**config.mk**
```make
export PLATFORM = sky130hd
export DESIGN_NAME = can_irq_flags
export DESIGN_NICKNAME = d
export VERILOG_FILES = /design/src/shared/can_irq_pkg.sv /design/src/shared/flag_evt_if.sv /design/src/hdl/rx_pend_sum.sv /design/src/hdl/evt_flags.sv /design/src/hdl/can_irq_flags.sv
export SDC_FILE = /design/constraint.sdc
export NUM_CORES = 1
export LEC_CHECK = 0
export BUFFER_PORTS_ARGS = -buffer_cell sky130_fd_sc_hd__buf_2
export CAP_MARGIN = 25
export CORE_UTILIZATION = 45
export DETAILED_ROUTE_END_ITERATION = 12
export PLACE_DENSITY = 0.95
export REMOVE_ABC_BUFFERS = 1
export SKIP_CTS_REPAIR_TIMING = 1
export SLEW_MARGIN = 20
export SYNTH_ARGS = -nofsm -noshare
export SYNTH_HDL_FRONTEND = slang
export SYNTH_SLANG_ARGS = --single-unit
```
**constraint.sdc**
```tcl
create_clock -name CLK -period 2.95 [get_ports CLK]
set_clock_uncertainty 0.1 [all_clocks]
set_input_delay 0.1475 -clock CLK [delete_from_list [all_inputs] [get_ports CLK]]
set_output_delay 0.1475 -clock CLK [all_outputs]
set_load 0.02 [all_outputs]
```
**src/shared/can_irq_pkg.sv**
```systemverilog
// Purpose: Constants and types shared by the CAN flag collection block.
// Assumes: One clock, synchronous active-low reset, APB register access.
// Notes:   Overview of operation follows.
//
// Overview of operation
// - Event flags are set only by hardware and only software clears them.
// - Bit 15 records an invalid message event; zero when none recorded.
// - Bit 14 records wake-up activity seen on the bus.
// - Bit 13 records every bus error event.
// - Bit 12 records a system-side error such as a bad buffer address.
// - Bit 11 is read-only, high while any receive overflow is pending.
// - Bit 10 is read-only, high while any transmit attempt is pending.
// - Bits 9 to 5 of the flag register always read zero.
// - Bit 4 is read-only, high while a transmit event FIFO condition pends.
// - Bit 3 is set when current mode changes to equal requested mode.
// - Bit 2 is set when the timestamp base counter wraps past maximum.
// - Bit 1 is read-only, high while any receive object interrupt pends.
// - Bit 0 is read-only, high while any transmit object interrupt pends.
// - Receive pending bits 7 to 1 show FIFOs with enabled conditions pending.
// - Each pending bit ORs its FIFO's enabled flags; cleared only at the FIFO.
// - The upper receive pending register reads all zero.
// - Only flags whose enable bit is set raise the interrupt request.
// - Overflow summary follows per-FIFO flags, which are cleared at the FIFO.
`default_nettype none
package can_irq_pkg;
    // Flag register bit positions
    localparam int BIT_IVM   = 15;
    localparam int BIT_WAKE  = 14;
    localparam int BIT_BERR  = 13;
    localparam int BIT_SERR  = 12;
    localparam int BIT_RXOV  = 11;
    localparam int BIT_TXAT  = 10;
    localparam int BIT_TEF   = 4;
    localparam int BIT_MODE  = 3;
    localparam int BIT_TMR   = 2;
    localparam int BIT_RXOBJ = 1;
    localparam int BIT_TXOBJ = 0;
    // Implemented bit masks
    localparam logic [15:0] STICKY_MASK = 16'hf00c;
    localparam logic [15:0] FLAG_MASK   = 16'hfc1f;
    localparam logic [15:0] RXP_MASK    = 16'h00fe;
    // Register byte offsets
    localparam logic [11:0] ADDR_FLAGS    = 12'h000;
    localparam logic [11:0] ADDR_ENABLE   = 12'h004;
    localparam logic [11:0] ADDR_RXP_LOW  = 12'h008;
    localparam logic [11:0] ADDR_RXP_HIGH = 12'h00c;
    // Reset values
    localparam logic [15:0] FLAGS_RST  = 16'h0000;
    localparam logic [15:0] ENABLE_RST = 16'h0000;
    localparam logic [15:0] RXP_RST    = 16'h0000;
    // Sizes
    localparam int RX_FIFOS  = 8;
    localparam int FIFO_FLGS = 3;
    localparam int TSTAMP_W  = 32;
    // Bus answer state
    typedef enum logic {
        APB_IDLE = 1'b0,
        APB_DONE = 1'b1
    } apb_st_t;
endpackage
`default_nettype wire

```
**src/shared/flag_evt_if.sv**
```systemverilog
// Purpose: Carries sticky flag state and software clears between modules.
// Assumes: Same clock on both sides.
// Notes:   clr_wr is a one-cycle pulse; clr_data zero bits clear.
`default_nettype none
interface flag_evt_if;
    logic        clr_wr;
    logic [15:0] clr_data;
    logic [15:0] sticky;
    modport host (output clr_wr, output clr_data, input sticky);
    modport evt  (input clr_wr, input clr_data, output sticky);
endinterface
`default_nettype wire

```
**src/hdl/rx_pend_sum.sv**
```systemverilog
// Purpose: Per-FIFO receive pending summary.
// Assumes: FIFO flags and enables come from logic on the same clock.
// Notes:   One cycle of latency from the FIFO flags to the summary.
`default_nettype none
module rx_pend_sum #(
    parameter int FIFOS = can_irq_pkg::RX_FIFOS,
    parameter int FLGS  = can_irq_pkg::FIFO_FLGS
) (
    // Clock and reset
    input  wire logic                  clk,
    input  wire logic                  rst_n,
    // FIFO flags and their enables
    input  wire logic [FIFOS*FLGS-1:0] flags,
    input  wire logic [FIFOS*FLGS-1:0] flag_en,
    // Summary
    output logic      [FIFOS-1:0]      pend
);
    import can_irq_pkg::*;
    typedef struct packed {
        logic [FIFOS-1:0] pend;
    } sum_st_t;
    sum_st_t q;
    sum_st_t d;

    ////////////////////////////////////////////////////////////////////////
    // OR of each FIFO's enabled flags; FIFO 0 cannot receive
    always_comb begin
        d = q;
        for (int i = 0; i < FIFOS; i++) begin
            d.pend[i] = |(flags[i*FLGS +: FLGS] & flag_en[i*FLGS +: FLGS]);
        end
        d.pend[0] = 1'b0;
    end

    always_ff @(posedge clk) begin
        if (!rst_n) begin
            q <= '0;
        end else begin
            q <= d;
        end
    end

    assign pend = q.pend;
endmodule
`default_nettype wire

```
**src/hdl/evt_flags.sv**
```systemverilog
// Purpose: Sticky event flags with hardware set and software clear.
// Assumes: Event strobes come from logic on the same clock.
// Notes:   A set in the clearing cycle wins, so no event is lost.
`default_nettype none
module evt_flags #(
    parameter int TSTAMP_W = can_irq_pkg::TSTAMP_W
) (
    // Clock and reset
    input  wire logic                clk,
    input  wire logic                rst_n,
    // Event strobes
    input  wire logic                ivm_evt,
    input  wire logic                wake_evt,
    input  wire logic                berr_evt,
    input  wire logic                serr_evt,
    // Mode and time base
    input  wire logic [2:0]          current_op_mode,
    input  wire logic [2:0]          requested_op_mode,
    input  wire logic [TSTAMP_W-1:0] timestamp_base_counter,
    // Flag path to the register side
    flag_evt_if.evt                  fl
);
    import can_irq_pkg::*;
    typedef struct packed {
        logic [15:0]         sticky;
        logic [2:0]          mode_prev;
        logic [TSTAMP_W-1:0] stamp_prev;
    } evt_st_t;
    evt_st_t     q;
    evt_st_t     d;
    logic [15:0] set_v;
    logic [15:0] clr_v;
    logic        mode_hit;
    logic        stamp_wrap;

    ////////////////////////////////////////////////////////////////////////
    // Detect mode arrival and time base wrap, then merge sets and clears
    always_comb begin
        d = q;
        mode_hit = (current_op_mode != q.mode_prev) &&
                   (current_op_mode == requested_op_mode);
        stamp_wrap = (&q.stamp_prev) && (timestamp_base_counter == '0);
        set_v = '0;
        set_v[BIT_IVM]  = ivm_evt;
        set_v[BIT_WAKE] = wake_evt;
        set_v[BIT_BERR] = berr_evt;
        set_v[BIT_SERR] = serr_evt;
        set_v[BIT_MODE] = mode_hit;
        set_v[BIT_TMR]  = stamp_wrap;
        // Zero written clears, one written keeps
        clr_v = fl.clr_wr ? ~fl.clr_data : 16'h0000;
        // Only software clears; the set term is ORed last so it wins
        d.sticky = ((q.sticky & ~clr_v) | set_v) & STICKY_MASK;
        d.mode_prev  = current_op_mode;
        d.stamp_prev = timestamp_base_counter;
    end

    // Edge trackers follow the inputs even in reset, so a mode held
    // across reset is not taken for a fresh arrival afterwards
    always_ff @(posedge clk) begin
        if (!rst_n) begin
            q.sticky     <= FLAGS_RST;
            q.mode_prev  <= current_op_mode;
            q.stamp_prev <= timestamp_base_counter;
        end else begin
            q <= d;
        end
    end

    assign fl.sticky = q.sticky;
endmodule
`default_nettype wire

```
**src/hdl/can_irq_flags.sv**
```systemverilog
// Purpose: CAN flag register, enable register and receive pending summary
//          behind an APB slave, with one interrupt request out.
// Assumes: All event and FIFO inputs come from logic on CLK.
// Notes:   Every access takes one wait state; unmapped addresses answer
//          with PSLVERR and read zero.
`default_nettype none
module can_irq_flags #(
    parameter int FIFOS    = can_irq_pkg::RX_FIFOS,
    parameter int FLGS     = can_irq_pkg::FIFO_FLGS,
    parameter int TSTAMP_W = can_irq_pkg::TSTAMP_W
) (
    // Clock and reset
    input  wire logic                  CLK,
    input  wire logic                  RST_N,
    // APB slave
    input  wire logic                  PSEL,
    input  wire logic                  PENABLE,
    input  wire logic                  PWRITE,
    input  wire logic [11:0]           PADDR,
    input  wire logic [31:0]           PWDATA,
    input  wire logic [3:0]            PSTRB,
    output logic      [31:0]           PRDATA,
    output logic                       PREADY,
    output logic                       PSLVERR,
    // Event strobes
    input  wire logic                  IVM_EVT,
    input  wire logic                  WAKE_EVT,
    input  wire logic                  BERR_EVT,
    input  wire logic                  SERR_EVT,
    // Mode and time base
    input  wire logic [2:0]            CURRENT_OP_MODE,
    input  wire logic [2:0]            REQUESTED_OP_MODE,
    input  wire logic [TSTAMP_W-1:0]   TIMESTAMP_BASE_COUNTER,
    // Per-FIFO sources
    input  wire logic [FIFOS*FLGS-1:0] RX_FIFO_FLAGS,
    input  wire logic [FIFOS*FLGS-1:0] RX_FIFO_FLAG_EN,
    input  wire logic [FIFOS-1:1]      RX_FIFO_OVERFLOW,
    input  wire logic [FIFOS-1:0]      TX_ATTEMPT_PENDING,
    input  wire logic [FIFOS-1:0]      TX_FIFO_PENDING,
    input  wire logic                  TX_EVENT_FIFO_PENDING,
    // Interrupt request
    output logic                       IRQ_REQ
);
    import can_irq_pkg::*;

    typedef struct packed {
        apb_st_t     st;
        logic [31:0] prdata;
        logic        pslverr;
        logic [15:0] enable;
        logic        irq;
    } top_st_t;

    top_st_t          q;
    top_st_t          d;
    flag_evt_if       fl ();
    logic [FIFOS-1:0] rx_fifo_pending;
    logic [15:0]      flag_view;
    logic [15:0]      rxp_low;
    logic [32:0]      rd_word;
    logic             acc_start;
    logic             acc_done;
    logic             wr_commit;

    ////////////////////////////////////////////////////////////////////////
    // Register map read; bit 32 flags an unmapped address
    function automatic logic [32:0] read_map(
        input logic [11:0] a,
        input logic [15:0] flags,
        input logic [15:0] en,
        input logic [15:0] rxp
    );
        logic [32:0] r;
        r = 33'h0_0000_0000;
        unique case (a)
            ADDR_FLAGS:    r[15:0] = flags & FLAG_MASK;
            ADDR_ENABLE:   r[15:0] = en;
            ADDR_RXP_LOW:  r[15:0] = rxp & RXP_MASK;
            ADDR_RXP_HIGH: r[15:0] = RXP_RST;
            default:       r[32]   = 1'b1;
        endcase
        return r;
    endfunction

    ////////////////////////////////////////////////////////////////////////
    // Sticky flags and receive summary
    evt_flags #(
        .TSTAMP_W (TSTAMP_W)
    ) u_evt (
        .clk                    (CLK),
        .rst_n                  (RST_N),
        .ivm_evt                (IVM_EVT),
        .wake_evt               (WAKE_EVT),
        .berr_evt               (BERR_EVT),
        .serr_evt               (SERR_EVT),
        .current_op_mode        (CURRENT_OP_MODE),
        .requested_op_mode      (REQUESTED_OP_MODE),
        .timestamp_base_counter (TIMESTAMP_BASE_COUNTER),
        .fl                     (fl.evt)
    );

    rx_pend_sum #(
        .FIFOS (FIFOS),
        .FLGS  (FLGS)
    ) u_rxp (
        .clk     (CLK),
        .rst_n   (RST_N),
        .flags   (RX_FIFO_FLAGS),
        .flag_en (RX_FIFO_FLAG_EN),
        .pend    (rx_fifo_pending)
    );

    ////////////////////////////////////////////////////////////////////////
    // Flag register view: sticky bits plus live read-only summaries.
    // Summaries follow their sources, so clearing happens at the FIFOs.
    always_comb begin
        flag_view            = fl.sticky & STICKY_MASK;
        flag_view[BIT_RXOV]  = |RX_FIFO_OVERFLOW;
        flag_view[BIT_TXAT]  = |TX_ATTEMPT_PENDING;
        flag_view[BIT_TEF]   = TX_EVENT_FIFO_PENDING;
        flag_view[BIT_RXOBJ] = |rx_fifo_pending;
        flag_view[BIT_TXOBJ] = |TX_FIFO_PENDING;
        rxp_low              = 16'h0000;
        rxp_low[FIFOS-1:0]   = rx_fifo_pending;
    end

    ////////////////////////////////////////////////////////////////////////
    // APB handshake. The answer is registered so PREADY comes from a
    // flip-flop; the price is one wait state on every access.
    assign acc_start = PSEL && PENABLE && (q.st == APB_IDLE);
    assign acc_done  = PSEL && PENABLE && (q.st == APB_DONE);
    assign wr_commit = acc_done && PWRITE && !q.pslverr;
    assign rd_word   = read_map(PADDR, flag_view, q.enable, rxp_low);

    // Clear pulse toward the sticky flags; only low-lane bytes carry flags
    always_comb begin
        fl.clr_wr   = wr_commit && (PADDR == ADDR_FLAGS);
        fl.clr_data = PWDATA[15:0];
        if (!PSTRB[0]) begin
            fl.clr_data[7:0] = 8'hff;
        end
        if (!PSTRB[1]) begin
            fl.clr_data[15:8] = 8'hff;
        end
    end

    ////////////////////////////////////////////////////////////////////////
    // Next state: bus answer, enable register, interrupt request
    always_comb begin
        d = q;
        unique case (q.st)
            APB_IDLE: begin
                if (acc_start) begin
                    d.st      = APB_DONE;
                    d.prdata  = PWRITE ? 32'h0000_0000 : rd_word[31:0];
                    d.pslverr = rd_word[32];
                end
            end
            APB_DONE: begin
                d.st      = APB_IDLE;
                d.pslverr = 1'b0;
            end
        endcase
        // Enable register write, byte lanes honoured
        if (wr_commit && (PADDR == ADDR_ENABLE)) begin
            if (PSTRB[0]) begin
                d.enable[7:0] = PWDATA[7:0] & FLAG_MASK[7:0];
            end
            if (PSTRB[1]) begin
                d.enable[15:8] = PWDATA[15:8] & FLAG_MASK[15:8];
            end
        end
        // Only enabled flags reach the request
        d.irq = |(flag_view & q.enable);
    end

    always_ff @(posedge CLK) begin
        if (!RST_N) begin
            q.st      <= APB_IDLE;
            q.prdata  <= 32'h0000_0000;
            q.pslverr <= 1'b0;
            q.enable  <= ENABLE_RST;
            q.irq     <= 1'b0;
        end else begin
            q <= d;
        end
    end

    // Outputs straight from flip-flops
    assign PRDATA  = q.prdata;
    assign PREADY  = (q.st == APB_DONE);
    assign PSLVERR = q.pslverr; // Only ever set together with the answer
    assign IRQ_REQ = q.irq;
endmodule
`default_nettype wire

```
After elaboration in Yosys (flattened, before gate mapping)
Cells that the tools add are included.
{"block": "op_classes", "eq_ne": 6, "n_mux": 9, "n_bitwise": 13, "n_reduce_logical": 29}
{"cell": "$pmux 16 s3", "count": 1}
{"cell": "$mux 34", "count": 1}
{"cell": "$and 16x16->16", "count": 2}
{"cell": "$logic_not 32->1", "count": 1}
{"cell": "$mux 16", "count": 2}
{"cell": "$not 16->16", "count": 2}
{"cell": "$reduce_and 32->1", "count": 1}
{"cell": "$eq 12x4->1 const B", "count": 2}
{"cell": "$reduce_or 8->1", "count": 3}
{"cell": "$and 3x3->3", "count": 7}
{"cell": "$reduce_or 3->1", "count": 7}
{"cell": "$mux 8", "count": 2}
{"cell": "$or 16x16->16", "count": 1}
{"cell": "$reduce_or 16->1", "count": 1}
{"cell": "$eq 12x3->1 const B", "count": 1}
{"cell": "$logic_not 12->1", "count": 1}
{"cell": "$logic_and 1x1->1", "count": 9}
{"cell": "$reduce_or 7->1", "count": 1}
{"cell": "$reduce_and 2->1", "count": 3}
{"cell": "$pmux 1 s2", "count": 2}
{"cell": "$reduce_or 4->1", "count": 1}
{"cell": "$eq 3x3->1", "count": 1}
{"cell": "$ne 3x3->1", "count": 1}
{"cell": "$ne 2x2->1 const B", "count": 1}
{"cell": "other kinds (3)", "count": 3}
{"block": "word_totals", "ff_bits": 105, "in_bits": 167, "output_inout_bits": 35, "wordCells": 69}

Depth between registers and ports, before layout
Gate-level depths: netlist (run 1).
{"block": "depth", "ltp_word": 9, "ltp_mapped": 6, "mapped_depth_nobuf": 4}

Cells and area by module
Synthesis (run 1) repeated with hierarchy kept, for this count alone.
{"block": "hier_totals", "hier_cells": 343, "area_unflattened_um2": 3264.4}
{"mod": "can_irq_flags", "n_inst": 1, "cells_each": 216, "area_each_um2": 1742.9}
{"mod": "evt_flags", "n_inst": 1, "cells_each": 104, "area_each_um2": 1256.2}
{"mod": "rx_pend_sum", "n_inst": 1, "cells_each": 23, "area_each_um2": 265.3}

Worst setup path before layout (run 1)
Ideal clock, no wire load.
{"block": "synth_path", "path_type": "register -> register", "startpoint": "reg u_evt.q[4] (netlist name)", "endpoint": "reg u_evt.fl.sticky[2] (netlist name)", "setup_ns": 0.070, "t_arrival_ns": 1.441, "required_ns": 2.780, "setup_slack_ns": 1.339, "path_stages_with_launch": 5, "n_path_buf": 0, "cell_sequence": "dfxtp_1 nand4_1 or4_1 or4_1 a21oi_1"}
{"block": "synth_via", "elab_chain_cells": 3}
{"element": "start: declaration", "line_no": "evt_flags.sv:29", "rtl": "evt_st_t q;"}
{"element": "$reduce_and 32->1", "line_no": "evt_flags.sv:42", "rtl": "stamp_wrap = (&q.stamp_prev) && (timestamp_base_counter == '0);"}
{"element": "$logic_and 1x1->1", "line_no": "evt_flags.sv:42"}
{"element": "$or 16x16->16", "line_no": "evt_flags.sv:53", "rtl": "d.sticky = ((q.sticky & ~clr_v) | set_v) & STICKY_MASK;"}
No other way between the ends.
A chain may end at the register's enable or synchronous reset.

Worst setup path in the final report (run 1)
{"block": "layout_path", "startpoint": "in TIMESTAMP_BASE_COUNTER[1]", "endpoint": "reg u_evt.fl.sticky[2] (netlist name)"}
{"block": "layout_via", "elab_chain_cells": 3}
{"element": "start: declaration", "line_no": "can_irq_flags.sv:33", "rtl": "input wire logic [TSTAMP_W-1:0] TIMESTAMP_BASE_COUNTER,"}
{"element": "$logic_not 32->1", "line_no": "evt_flags.sv:42"}
{"element": "$logic_and 1x1->1", "line_no": "evt_flags.sv:42"}
{"element": "$or 16x16->16", "line_no": "evt_flags.sv:53"}
No other way between the ends.

==> results.json, run 1 <==
{
  "slew_viol_final": 0,
  "hold_path.startpoint": "RX_FIFO_FLAG_EN[5]",
  "cts_tree": "done",
  "cts_root_buffer": "clkbuf_8",
  "grt_pass1_vias": 2756,
  "syn-cell-area_um2": 2990,
  "clock_path_buffers": 2,
  "dp_hpwl_um": 6010,
  "path_clk_slew_ps": 70,
  "fill_cells": 472,
  "timing.hold.ws_ps": -16.7,
  "tightest_slew_ps": 694,
  "synth_seq_cells": 76,
  "reg2regPathDepth": 5,
  "ys.flop_type": "dfxtp_1",
  "area_delta_synth_final_pct": 51.8,
  "pin_count": 202,
  "final_hold_viol_count": 2,
  "reg2reg_from": "PREADY",
  "routed_via_density": 5.49,
  "dieArea_um2": 6970,
  "clock_latency_ps": 350,
  "period_share_pct": 68.1,
  "synthCells": 309,
  "p_per_area_nw_per_um2": 500,
  "crit_fanout": 2,
  "slew_headroom_pct": 53.4,
  "ant_nets": 0,
  "finalSetupViolCount": 0,
  "r2r_end": "u_evt.fl.sticky[15]",
  "fin_tns_setup_ps": 0,
  "dr.first_iter.drc_count": 268,
  "drive_above_1_share_pct": 34.2,
  "rsz0062_at_grt": "no",
  "grt_max_degree": 37,
  "grt_pass1_wl_um": 12300,
  "gp_congestion": 0.826,
  "row_count": 29,
  "multi_input_area_um2": 1230,
  "crit_arrival_ps": 2190,
  "die_h_um": 83.5,
  "start_util_pct": 46.8,
  "holdPathEnd": "u_rxp.pend[1]",
  "reg2reg_setup_slack_ps": 1050,
  "numCtsBuffers": 9,
  "violations": "negative hold slack",
  "p_total_w": 0.00227,
  "status": "finished with violations",
  "die_w_um": 83.5,
  "seq_area_frac_synth_pct": 50.9,
  "synth_edf_count": 0,
  "first_pass_iters": 5,
  "wl_um": 10000,
  "ir_drop_v": 0.000534,
  "port_buffers": 154,
  "finalNetCount": 683,
  "yosysUniqueCellTypes": 41,
  "hp-class": "primary input to register",
  "startpoint_type": "primary input",
  "power.leakage_nw": 2.00,
  "detail_route.wl_per_cell_um": 16.7,
  "antenna_found_initial": 1,
  "cap_violations": 0,
  "drc_errors": 0,
  "min_path_cells": 3,
  "critPathRequiredTime_ps": 3130,
  "regArea_um2": 1520,
  "layout_common_cells": "154 x buf_2, 76 x dfxtp_1, 65 x dlygate4sd3_1",
  "core_area_um2": 6390,
  "ys_async_sr_fraction_pct": 0,
  "clock_tree.htree_level_count": 3,
  "worstSetupPathType": "primary input to register",
  "avgSynthCellArea_um2": 9.67,
  "gr-total-overflow": 0,
  "clock-sinks": 76,
  "layout_commonest_cell": "buf_2",
  "synth_warnings": 0,
  "fmax_mhz": 498,
  "num_vias": 3289,
  "worstSetupEndpointType": "register",
  "grt_usage_pct": 22.6,
  "layout_min_cycle_time_ps": 2010
}
## cell type report
cell class / count / share of cell area (%)
diodes: 1 / 0.0552
clock buffers: 13 / 3.50
clock inverters: 3 / 1.52
inverters: 2 / 0.165
multi-input cells: 204 / 27.1
flip-flops and latches: 76 / 33.5
well taps: 77 / 2.12
repair buffers: 223 / 32.0
## how the worst max path moves through the flow
| stage | depth (start not counted) | slack (ps) | startpoint | end |
|---|---|---|---|---|
| 2_1_floorplan | 4 | 1230 | PREADY | u_evt.fl.sticky[3] |
| 5_1_grt | 6 | 870 | TIMESTAMP_BASE_COUNTER[1] | u_evt.fl.sticky[2] |
| 3_5_place_dp | 5 | 1080 | PREADY | u_evt.fl.sticky[3] |
| 6_report | 6 | 940 | TIMESTAMP_BASE_COUNTER[1] | u_evt.fl.sticky[2] |
| 3_3_place_gp | 6 | 1130 | PADDR[1] | u_evt.fl.sticky[3] |
| 4_1_cts | 5 | 1070 | PREADY | u_evt.fl.sticky[3] |
## stage by stage
step,cells,util [%],worst slack (ps),area [µm²]
finish,599,71.0,941,4540
global route,599,71.0,871,4540
CTS,533,60.8,1070,3880
detailed placement,517,57.2,1080,3660
global placement,517,57.2,1130,3660
floorplan,282,-,1230,2760
## registers in the layout (all words and copies together) (netlist names)
| name | count |
|---|---|
| IRQ_REQ | 1 |
| PRDATA | 14 |
| PREADY | 1 |
| PSLVERR | 1 |
| q | 11 |
| u_evt.fl.sticky | 6 |
| u_evt.q | 35 |
| u_rxp.pend | 7 |
## metal layers
layer,up-vias,part of all wire [%],global-route usage (%)
li1,1526,-,-
met1,1537,36,24.2
met2,199,52,39.0
met3,27,9.0,8.01
met4,0,2.9,12.0
met5,-,0,0
## report_power, final
| group | leakage [nW] | switching [W] | internal [W] | total, W |
|---|---|---|---|---|
| Clock | 0.114 | 0.000368 | 0.000525 | 0.000893 |
| Sequential | 0.629 | 0.0000194 | 0.00106 | 0.00108 |
| Combinational | 1.26 | 0.000131 | 0.000160 | 0.000290 |
| Total | 2.00 | 0.000518 | 0.00175 | 0.00227 |
## kinds of logic after synthesis
| family | count (synthesis) | synth area share, % |
|---|---|---|
| flops | 76 | 50.9 |
| xor+xnor | 4 | 1.17 |
| other cells | 1 | 0.126 |
| compound gates | 72 | 16.0 |
| simple gates | 103 | 19.2 |
| buf+inv | 46 | 10.0 |
| mux | 7 | 2.51 |
## Yosys cell counts, drive strengths merged (3+ instances only)
| library cell | n | share of area (%) |
|---|---|---|
| dfxtp | 76 | 51 |
| buf | 36 | 8.8 |
| nor2 | 25 | 3.1 |
| a21oi | 22 | 3.7 |
| o21ai | 18 | 3.0 |
| nand2 | 15 | 1.9 |
| nor4 | 15 | 3.1 |
| nand3 | 14 | 2.3 |
| a222oi | 9 | 3.0 |
| nand4 | 9 | 1.9 |
| clkbuf | 8 | 1.0 |
| a32oi | 7 | 2.1 |
| a22oi | 5 | 1.3 |
| nor3 | 5 | 1.0 |
| mux2 | 4 | 1.5 |
| o2bb2ai | 4 | 1.2 |
| xnor2 | 4 | 1.2 |
| mux2i | 3 | 1.0 |
| nand2b | 3 | 0.63 |
| nor4bb | 3 | 1.0 |
| o2111ai | 3 | 0.88 |
| or4 | 3 | 0.75 |
## critical path, stage by stage
cell and delay, ps:
dlygate4sd3_1 540, buf_2 140, nand4b_1 170, or4_1 490, or4_1 520, a21oi_1 170
Power figures use the tool's default switching activity.
==> run 2, diff against run 1 <==
--- a/config.mk
+++ b/config.mk
@@ -5,11 +5,12 @@
 export SDC_FILE = /design/constraint.sdc
 export NUM_CORES = 1
 export LEC_CHECK = 0
+export ABC_AREA = 1
 export BUFFER_PORTS_ARGS = -buffer_cell sky130_fd_sc_hd__buf_2
 export CAP_MARGIN = 25
-export CORE_UTILIZATION = 45
+export CORE_UTILIZATION = 43
 export DETAILED_ROUTE_END_ITERATION = 12
-export PLACE_DENSITY = 0.95
+export PLACE_DENSITY = 0.92
 export REMOVE_ABC_BUFFERS = 1
 export SKIP_CTS_REPAIR_TIMING = 1
 export SLEW_MARGIN = 20
==> constraint.sdc (replaced) <==
create_clock -name CLK -period 2.1 [get_ports CLK]
set_clock_uncertainty 0.1 [all_clocks]
set_input_delay 0.105 -clock CLK [delete_from_list [all_inputs] [get_ports CLK]]
set_output_delay 0.105 -clock CLK [all_outputs]
set_load 0.02 [all_outputs]
==> results.json, run 2 <==
{
  "status": "finished with violations",
  "violations": "negative hold slack",
  "fill_cells": 572,
  "worstSetupEndpointType": "register",
  "min_path_cells": 5,
  "layout_min_cycle_time_ps": 1960,
  "start_util_pct": 45.0,
  "synth_most_common_cell": "nand2_1",
  "avgSynthCellArea_um2": 7.42,
  "p_total_w": 0.00309,
  "grt_pass1_wl_um": 11300,
  "holdPathEnd": "u_rxp.pend[1]",
  "synthCells": 445,
  "diodes": 0,
  "crit_fanout": 1,
  "clock_latency_ps": 350,
  "slew_headroom_pct": 50.2,
  "slew_viol_final": 0,
  "synth_compound_area_share_pct": 4.85,
  "dieArea_um2": 8030,
  "synth_seq_cells": 76,
  "r2r_end": "PRDATA[13]",
  "drive_above_1_share_pct": 28.6,
  "antenna_found_initial": 0,
  "placedCellCount": 676,
  "final_util_pct": 66.1,
  "tightest_slew_ps": 747,
  "yosys.area_share.xor_xnor_pct": 1.59,
  "synthTopCellsByArea": "dfxtp_1 46%, nand2_1 14%, buf_4 8.0%",
  "dr.first_iter.drc_count": 143,
  "crit_arrival_ps": 2110,
  "die_w_um": 89.6,
  "final_hold_viol_count": 5,
  "muxShareOfSynthArea_pct": 0,
  "fin_tns_setup_ps": 0,
  "ant_nets": 0,
  "critPathRequiredTime_ps": 2250,
  "port_buffers": 154,
  "synth_warnings": 0,
  "cap_violations": 0,
  "period_share_pct": 93.2,
  "synth_adder_area_share_pct": 0,
  "num_vias": 3585,
  "cp_slowest_cell": "dlygate4sd3_1",
  "dp_hpwl_um": 5880,
  "layout_common_cells": "154 x buf_2, 123 x nand2_1, 76 x dfxtp_1",
  "gr-total-overflow": 0,
  "reg2reg_setup_slack_ps": 440,
  "worstSetupPathType": "primary input to register",
  "power.internal_w": 0.00233,
  "gp_congestion": 0.815,
  "syn-cell-area_um2": 3300,
  "slowest_delay_ps": 560,
  "reg2regPathDepth": 7,
  "ys.flop_type": "dfxtp_1",
  "drc_errors": 0,
  "fin_cells": 757,
  "finalSetupViolCount": 0,
  "core_area_um2": 7330,
  "pin_count": 202,
  "comb_power_share_pct": 13.2,
  "power.leakage_nw": 2.39,
  "grt_max_degree": 24,
  "swShare_pct": 24.5,
  "hold_path.startpoint": "RX_FIFO_FLAG_EN[3]",
  "synth_top_family_by_area": "simple AND/OR/NAND/NOR gates",
  "top_register": "u_evt.q",
  "seq_area_frac_synth_pct": 46.1,
  "cts_tree": "done",
  "rsz0062_at_grt": "no",
  "numCtsBuffers": 9,
  "first_pass_iters": 4,
  "pwr-share-clk_pct": 37.6,
  "finalNetCount": 820,
  "switchingPower_w": 0.000758,
  "die_h_um": 89.6,
  "grt_pass1_vias": 2773,
  "synth_edf_count": 0,
  "timing.hold.ws_ps": -37.5,
  "crit_path_frequent_cell": "dlygate4sd3_1",
  "grt_usage_pct": 18.6,
  "wl_um": 9540,
  "largest_register_ffs": 35,
  "p_per_area_nw_per_um2": 637,
  "layout_commonest_cell": "buf_2",
  "area_delta_synth_final_pct": 46.9,
  "cts_root_buffer": "clkbuf_8",
  "synthTopCellsByCount": "123 x nand2_1, 76 x dfxtp_1, 69 x nor2_1, 38 x nand3_1, 35 x buf_4",
  "clock-sinks": 76,
  "reg2reg_from": "PREADY",
  "clock_path_buffers": 2,
  "synth_top_area_share_pct": 46.1,
  "routed_via_density": 4.74,
  "ys_async_sr_fraction_pct": 0,
  "yosys.area.top_type": "dfxtp_1",
  "detail_route.wl_per_cell_um": 12.6,
  "hp-class": "primary input to register",
  "fmax_mhz": 511,
  "row_count": 31,
  "worstPathCellList": "dlygate4sd3_1 > buf_2 > nand2_1 > dlygate4sd3_1 > nand3_1 > dlygate4sd3_1 > nand2_1 > inv_1",
  "clock_tree.htree_level_count": 3,
  "ir_drop_v": 0.000517,
  "path_clk_slew_ps": 80,
  "p_seq_share_pct": 49.2,
  "startpoint_type": "primary input",
  "synthSimpleGateAreaFrac_pct": 35.3,
  "yosysUniqueCellTypes": 23
}
==> run 2: metal layers <==
layer | up-vias | routed length, µm | share of wire, % | global-route usage [%]
met2 | 168 | 4930 | 52 | 33.9
met4 | 0 | 295 | 3.1 | 10.7
met5 | - | 0 | 0 | 0
met1 | 1621 | 3620 | 38 | 19.3
li1 | 1768 | - | - | -
met3 | 28 | 702 | 7.4 | 5.03
==> run 2: worst max-delay path: cells and delay by family <==
kind / cells / cell delay, ps
AND/OR/NAND/NOR: 3 / 180
buffers and inverters: 5 / 1820
==> run 2: cell families (layout without fill, tap and decap cells) <==
kind of cell           Yosys count  count (layout)
XOR/XNOR                         6               6
AND/OR/NAND/NOR                260             260
AO/OA/AOI/OAI                   32              32
flip-flops                      76              76
buffers and inverters           70             266
other                            1              18
==> run 2: area by class of cell <==
| type | count | area [µm²] | area share (%) |
|---|---|---|---|
| multi-input cells | 316 | 1450 | 29.8 |
| flip-flops and latches | 76 | 1520 | 31.4 |
| well taps | 99 | 124 | 2.56 |
| inverters | 29 | 109 | 2.25 |
| clock buffers | 11 | 151 | 3.12 |
| clock inverters | 5 | 60.1 | 1.24 |
| repair buffers | 221 | 1440 | 29.6 |
==> run 2: power groups by stage <==
stage / Combinational, W / Sequential [W] / Clock, W
after detailed placement: 0.000294 / 0.00155 / 0
after global routing: 0.000448 / 0.00153 / 0.00124
final: 0.000408 / 0.00152 / 0.00116
after CTS: 0.000295 / 0.00152 / 0.00115
after floorplan: 0.000126 / 0.00155 / 0
after global placement: 0.000284 / 0.00155 / 0
==> run 2: how the worst max path moves through the flow <==
stage / from / to / slack, ps / cells after the start
final: RX_FIFO_FLAGS[20] / u_rxp.pend[6] / 140 / 8
after global routing: RX_FIFO_FLAGS[20] / u_rxp.pend[6] / 110 / 8
after CTS: PREADY / PRDATA[13] / 430 / 7
after detailed placement: PADDR[11] / PRDATA[14] / 490 / 8
after global placement: PADDR[11] / PRDATA[14] / 530 / 8
after floorplan: PREADY / u_evt.fl.sticky[12] / 700 / 5
==> run 2: metrics by stage <==
step | worst slack [ps] | instance area (µm²)
after floorplan | 696 | 3080
after global placement | 528 | 3990
after detailed placement | 491 | 3990
after CTS | 431 | 4200
after global routing | 109 | 4850
final | 143 | 4850
==> run 3, diff against run 2 <==
--- a/config.mk
+++ b/config.mk
@@ -7,10 +7,13 @@
 export LEC_CHECK = 0
 export ABC_AREA = 1
 export BUFFER_PORTS_ARGS = -buffer_cell sky130_fd_sc_hd__buf_2
-export CAP_MARGIN = 25
-export CORE_UTILIZATION = 43
+export CAP_MARGIN = 20
+export CELL_PAD_IN_SITES_DETAIL_PLACEMENT = 1
+export CELL_PAD_IN_SITES_GLOBAL_PLACEMENT = 2
+export CORE_MARGIN = 4
+export CORE_UTILIZATION = 21
 export DETAILED_ROUTE_END_ITERATION = 12
-export PLACE_DENSITY = 0.92
+export PLACE_DENSITY = 0.9
 export REMOVE_ABC_BUFFERS = 1
 export SKIP_CTS_REPAIR_TIMING = 1
 export SLEW_MARGIN = 20
==> results.json, run 3 (same netlist as run 2, synthesis figures left out) <==
{
  "power.leakage_nw": 2.39,
  "routed_via_density": 3.94,
  "ant_nets": 0,
  "dr.first_iter.drc_count": 82,
  "p_per_area_nw_per_um2": 668,
  "period_share_pct": 91.7,
  "die_h_um": 133,
  "swShare_pct": 23.3,
  "reg2regPathDepth": 6,
  "worstPathCellList": "dlygate4sd3_1 > buf_2 > nand2_1 > dlygate4sd3_1 > nand3_1 > dlygate4sd3_1 > nand2_1 > inv_1",
  "pin_count": 202,
  "startpoint_type": "primary input",
  "clock_path_buffers": 2,
  "cp_slowest_cell": "dlygate4sd3_1",
  "reg2reg_from": "PSLVERR",
  "dp_hpwl_um": 7790,
  "num_vias": 3394,
  "cts_tree": "done",
  "grt_max_degree": 20,
  "final_util_pct": 32.3,
  "final_hold_viol_count": 4,
  "placedCellCount": 793,
  "worstSetupEndpointType": "register",
  "largest_register_ffs": 35,
  "reg2reg_setup_slack_ps": 590,
  "switchingPower_w": 0.000770,
  "clock-sinks": 76,
  "r2r_end": "u_evt.fl.sticky[15]",
  "layout_common_cells": "154 x buf_2, 123 x nand2_1, 76 x dfxtp_1",
  "worstSetupPathType": "primary input to register",
  "layout_commonest_cell": "buf_2",
  "wl_um": 10700,
  "core_area_um2": 15300,
  "top_register": "u_evt.q",
  "rsz0062_at_grt": "no",
  "gp_congestion": 0.752,
  "grt_pass1_vias": 3242,
  "min_path_cells": 5,
  "port_buffers": 154,
  "hp-class": "primary input to register",
  "grt_usage_pct": 10.8,
  "cap_violations": 0,
  "fmax_mhz": 519,
  "area_delta_synth_final_pct": 49.9,
  "holdPathEnd": "u_rxp.pend[7]",
  "cts_root_buffer": "clkbuf_16",
  "detail_route.wl_per_cell_um": 12.4,
  "p_seq_share_pct": 46.0,
  "grt_use_met2_pct": 18.9,
  "crit_arrival_ps": 2060,
  "diodes": 0,
  "layout_min_cycle_time_ps": 1930,
  "drive_above_1_share_pct": 29.1,
  "drc_errors": 0,
  "timing.hold.ws_ps": -33.1,
  "grtUsageMet3_pct": 4.53,
  "crit_path_frequent_cell": "dlygate4sd3_1",
  "dieArea_um2": 17800,
  "row_count": 45,
  "pwr-share-clk_pct": 42.2,
  "slowest_delay_ps": 550,
  "status": "finished with violations",
  "met1_usage_pct": 11.8,
  "crit_fanout": 1,
  "ir_drop_v": 0.000383,
  "fin_tns_setup_ps": 0,
  "die_w_um": 133,
  "numCtsBuffers": 9,
  "start_util_pct": 21.6,
  "grt-busiest-layer": "met2",
  "slew_viol_final": 0,
  "finalSetupViolCount": 0,
  "clock_latency_ps": 330,
  "critPathRequiredTime_ps": 2230,
  "comb_power_share_pct": 11.8,
  "power.internal_w": 0.00253,
  "antenna_found_initial": 2,
  "hold_path.startpoint": "RX_FIFO_FLAGS[23]",
  "clock_tree.htree_level_count": 3,
  "grt_pass1_wl_um": 15400,
  "fin_cells": 861,
  "gr-total-overflow": 0,
  "path_clk_slew_ps": 60,
  "finalNetCount": 812,
  "violations": "negative hold slack",
  "first_pass_iters": 4
}
[run 3: final cells by class]
class                      count  area [µm²]
timing repair buffer         213        1340
tap                          211         264
clock buffer                  14         254
inverter                      29         109
sequential                    76        1520
multi-input combinational    316        1450
fill                        1937       10400
clock inverter                 2        10.0
[run 3: power by group through the flow]
stage / Sequential, W / Combinational (W) / Clock, W
2_1_floorplan: 0.00155 / 0.000126 / 0
3_3_place_gp: 0.00155 / 0.000301 / 0
3_5_place_dp: 0.00155 / 0.000307 / 0
4_1_cts: 0.00152 / 0.000309 / 0.00145
5_1_grt: 0.00153 / 0.000435 / 0.00151
6_report: 0.00152 / 0.000388 / 0.00139
[run 3: per-stage QoR]
| stage | power (W) | cell area [µm²] | setup WS (ps) |
|---|---|---|---|
| after floorplan | 0.00167 | 3080 | 696 |
| after global placement | 0.00185 | 4160 | 468 |
| after detailed placement | 0.00186 | 4160 | 461 |
| after CTS | 0.00328 | 4430 | 577 |
| after global routing | 0.00347 | 4950 | 138 |
| final | 0.00330 | 4950 | 174 |
[run 3: worst max path at each step]
stage,start,endpoint,cells past startpoint,slack (ps)
4_1_cts,PSLVERR,u_evt.fl.sticky[15],6,580
6_report,RX_FIFO_FLAGS[18],u_rxp.pend[6],8,170
5_1_grt,RX_FIFO_FLAGS[18],u_rxp.pend[6],8,140
3_5_place_dp,PADDR[9],q[5],11,460
2_1_floorplan,PREADY,u_evt.fl.sticky[12],5,700
3_3_place_gp,PADDR[9],q[12],10,470
[run 3: routing by layer]
metal | vias to the layer above | wire length [µm]
li1 | 1756 | -
met4 | 4 | 148
met2 | 116 | 5430
met1 | 1501 | 4150
met3 | 17 | 938
met5 | - | 21
[run 3: worst max-delay path: cells and delay by family]
| family | cells | cell delay [ps] |
|---|---|---|
| buffers and inverters | 5 | 1780 |
| AND/OR/NAND/NOR | 3 | 180 |
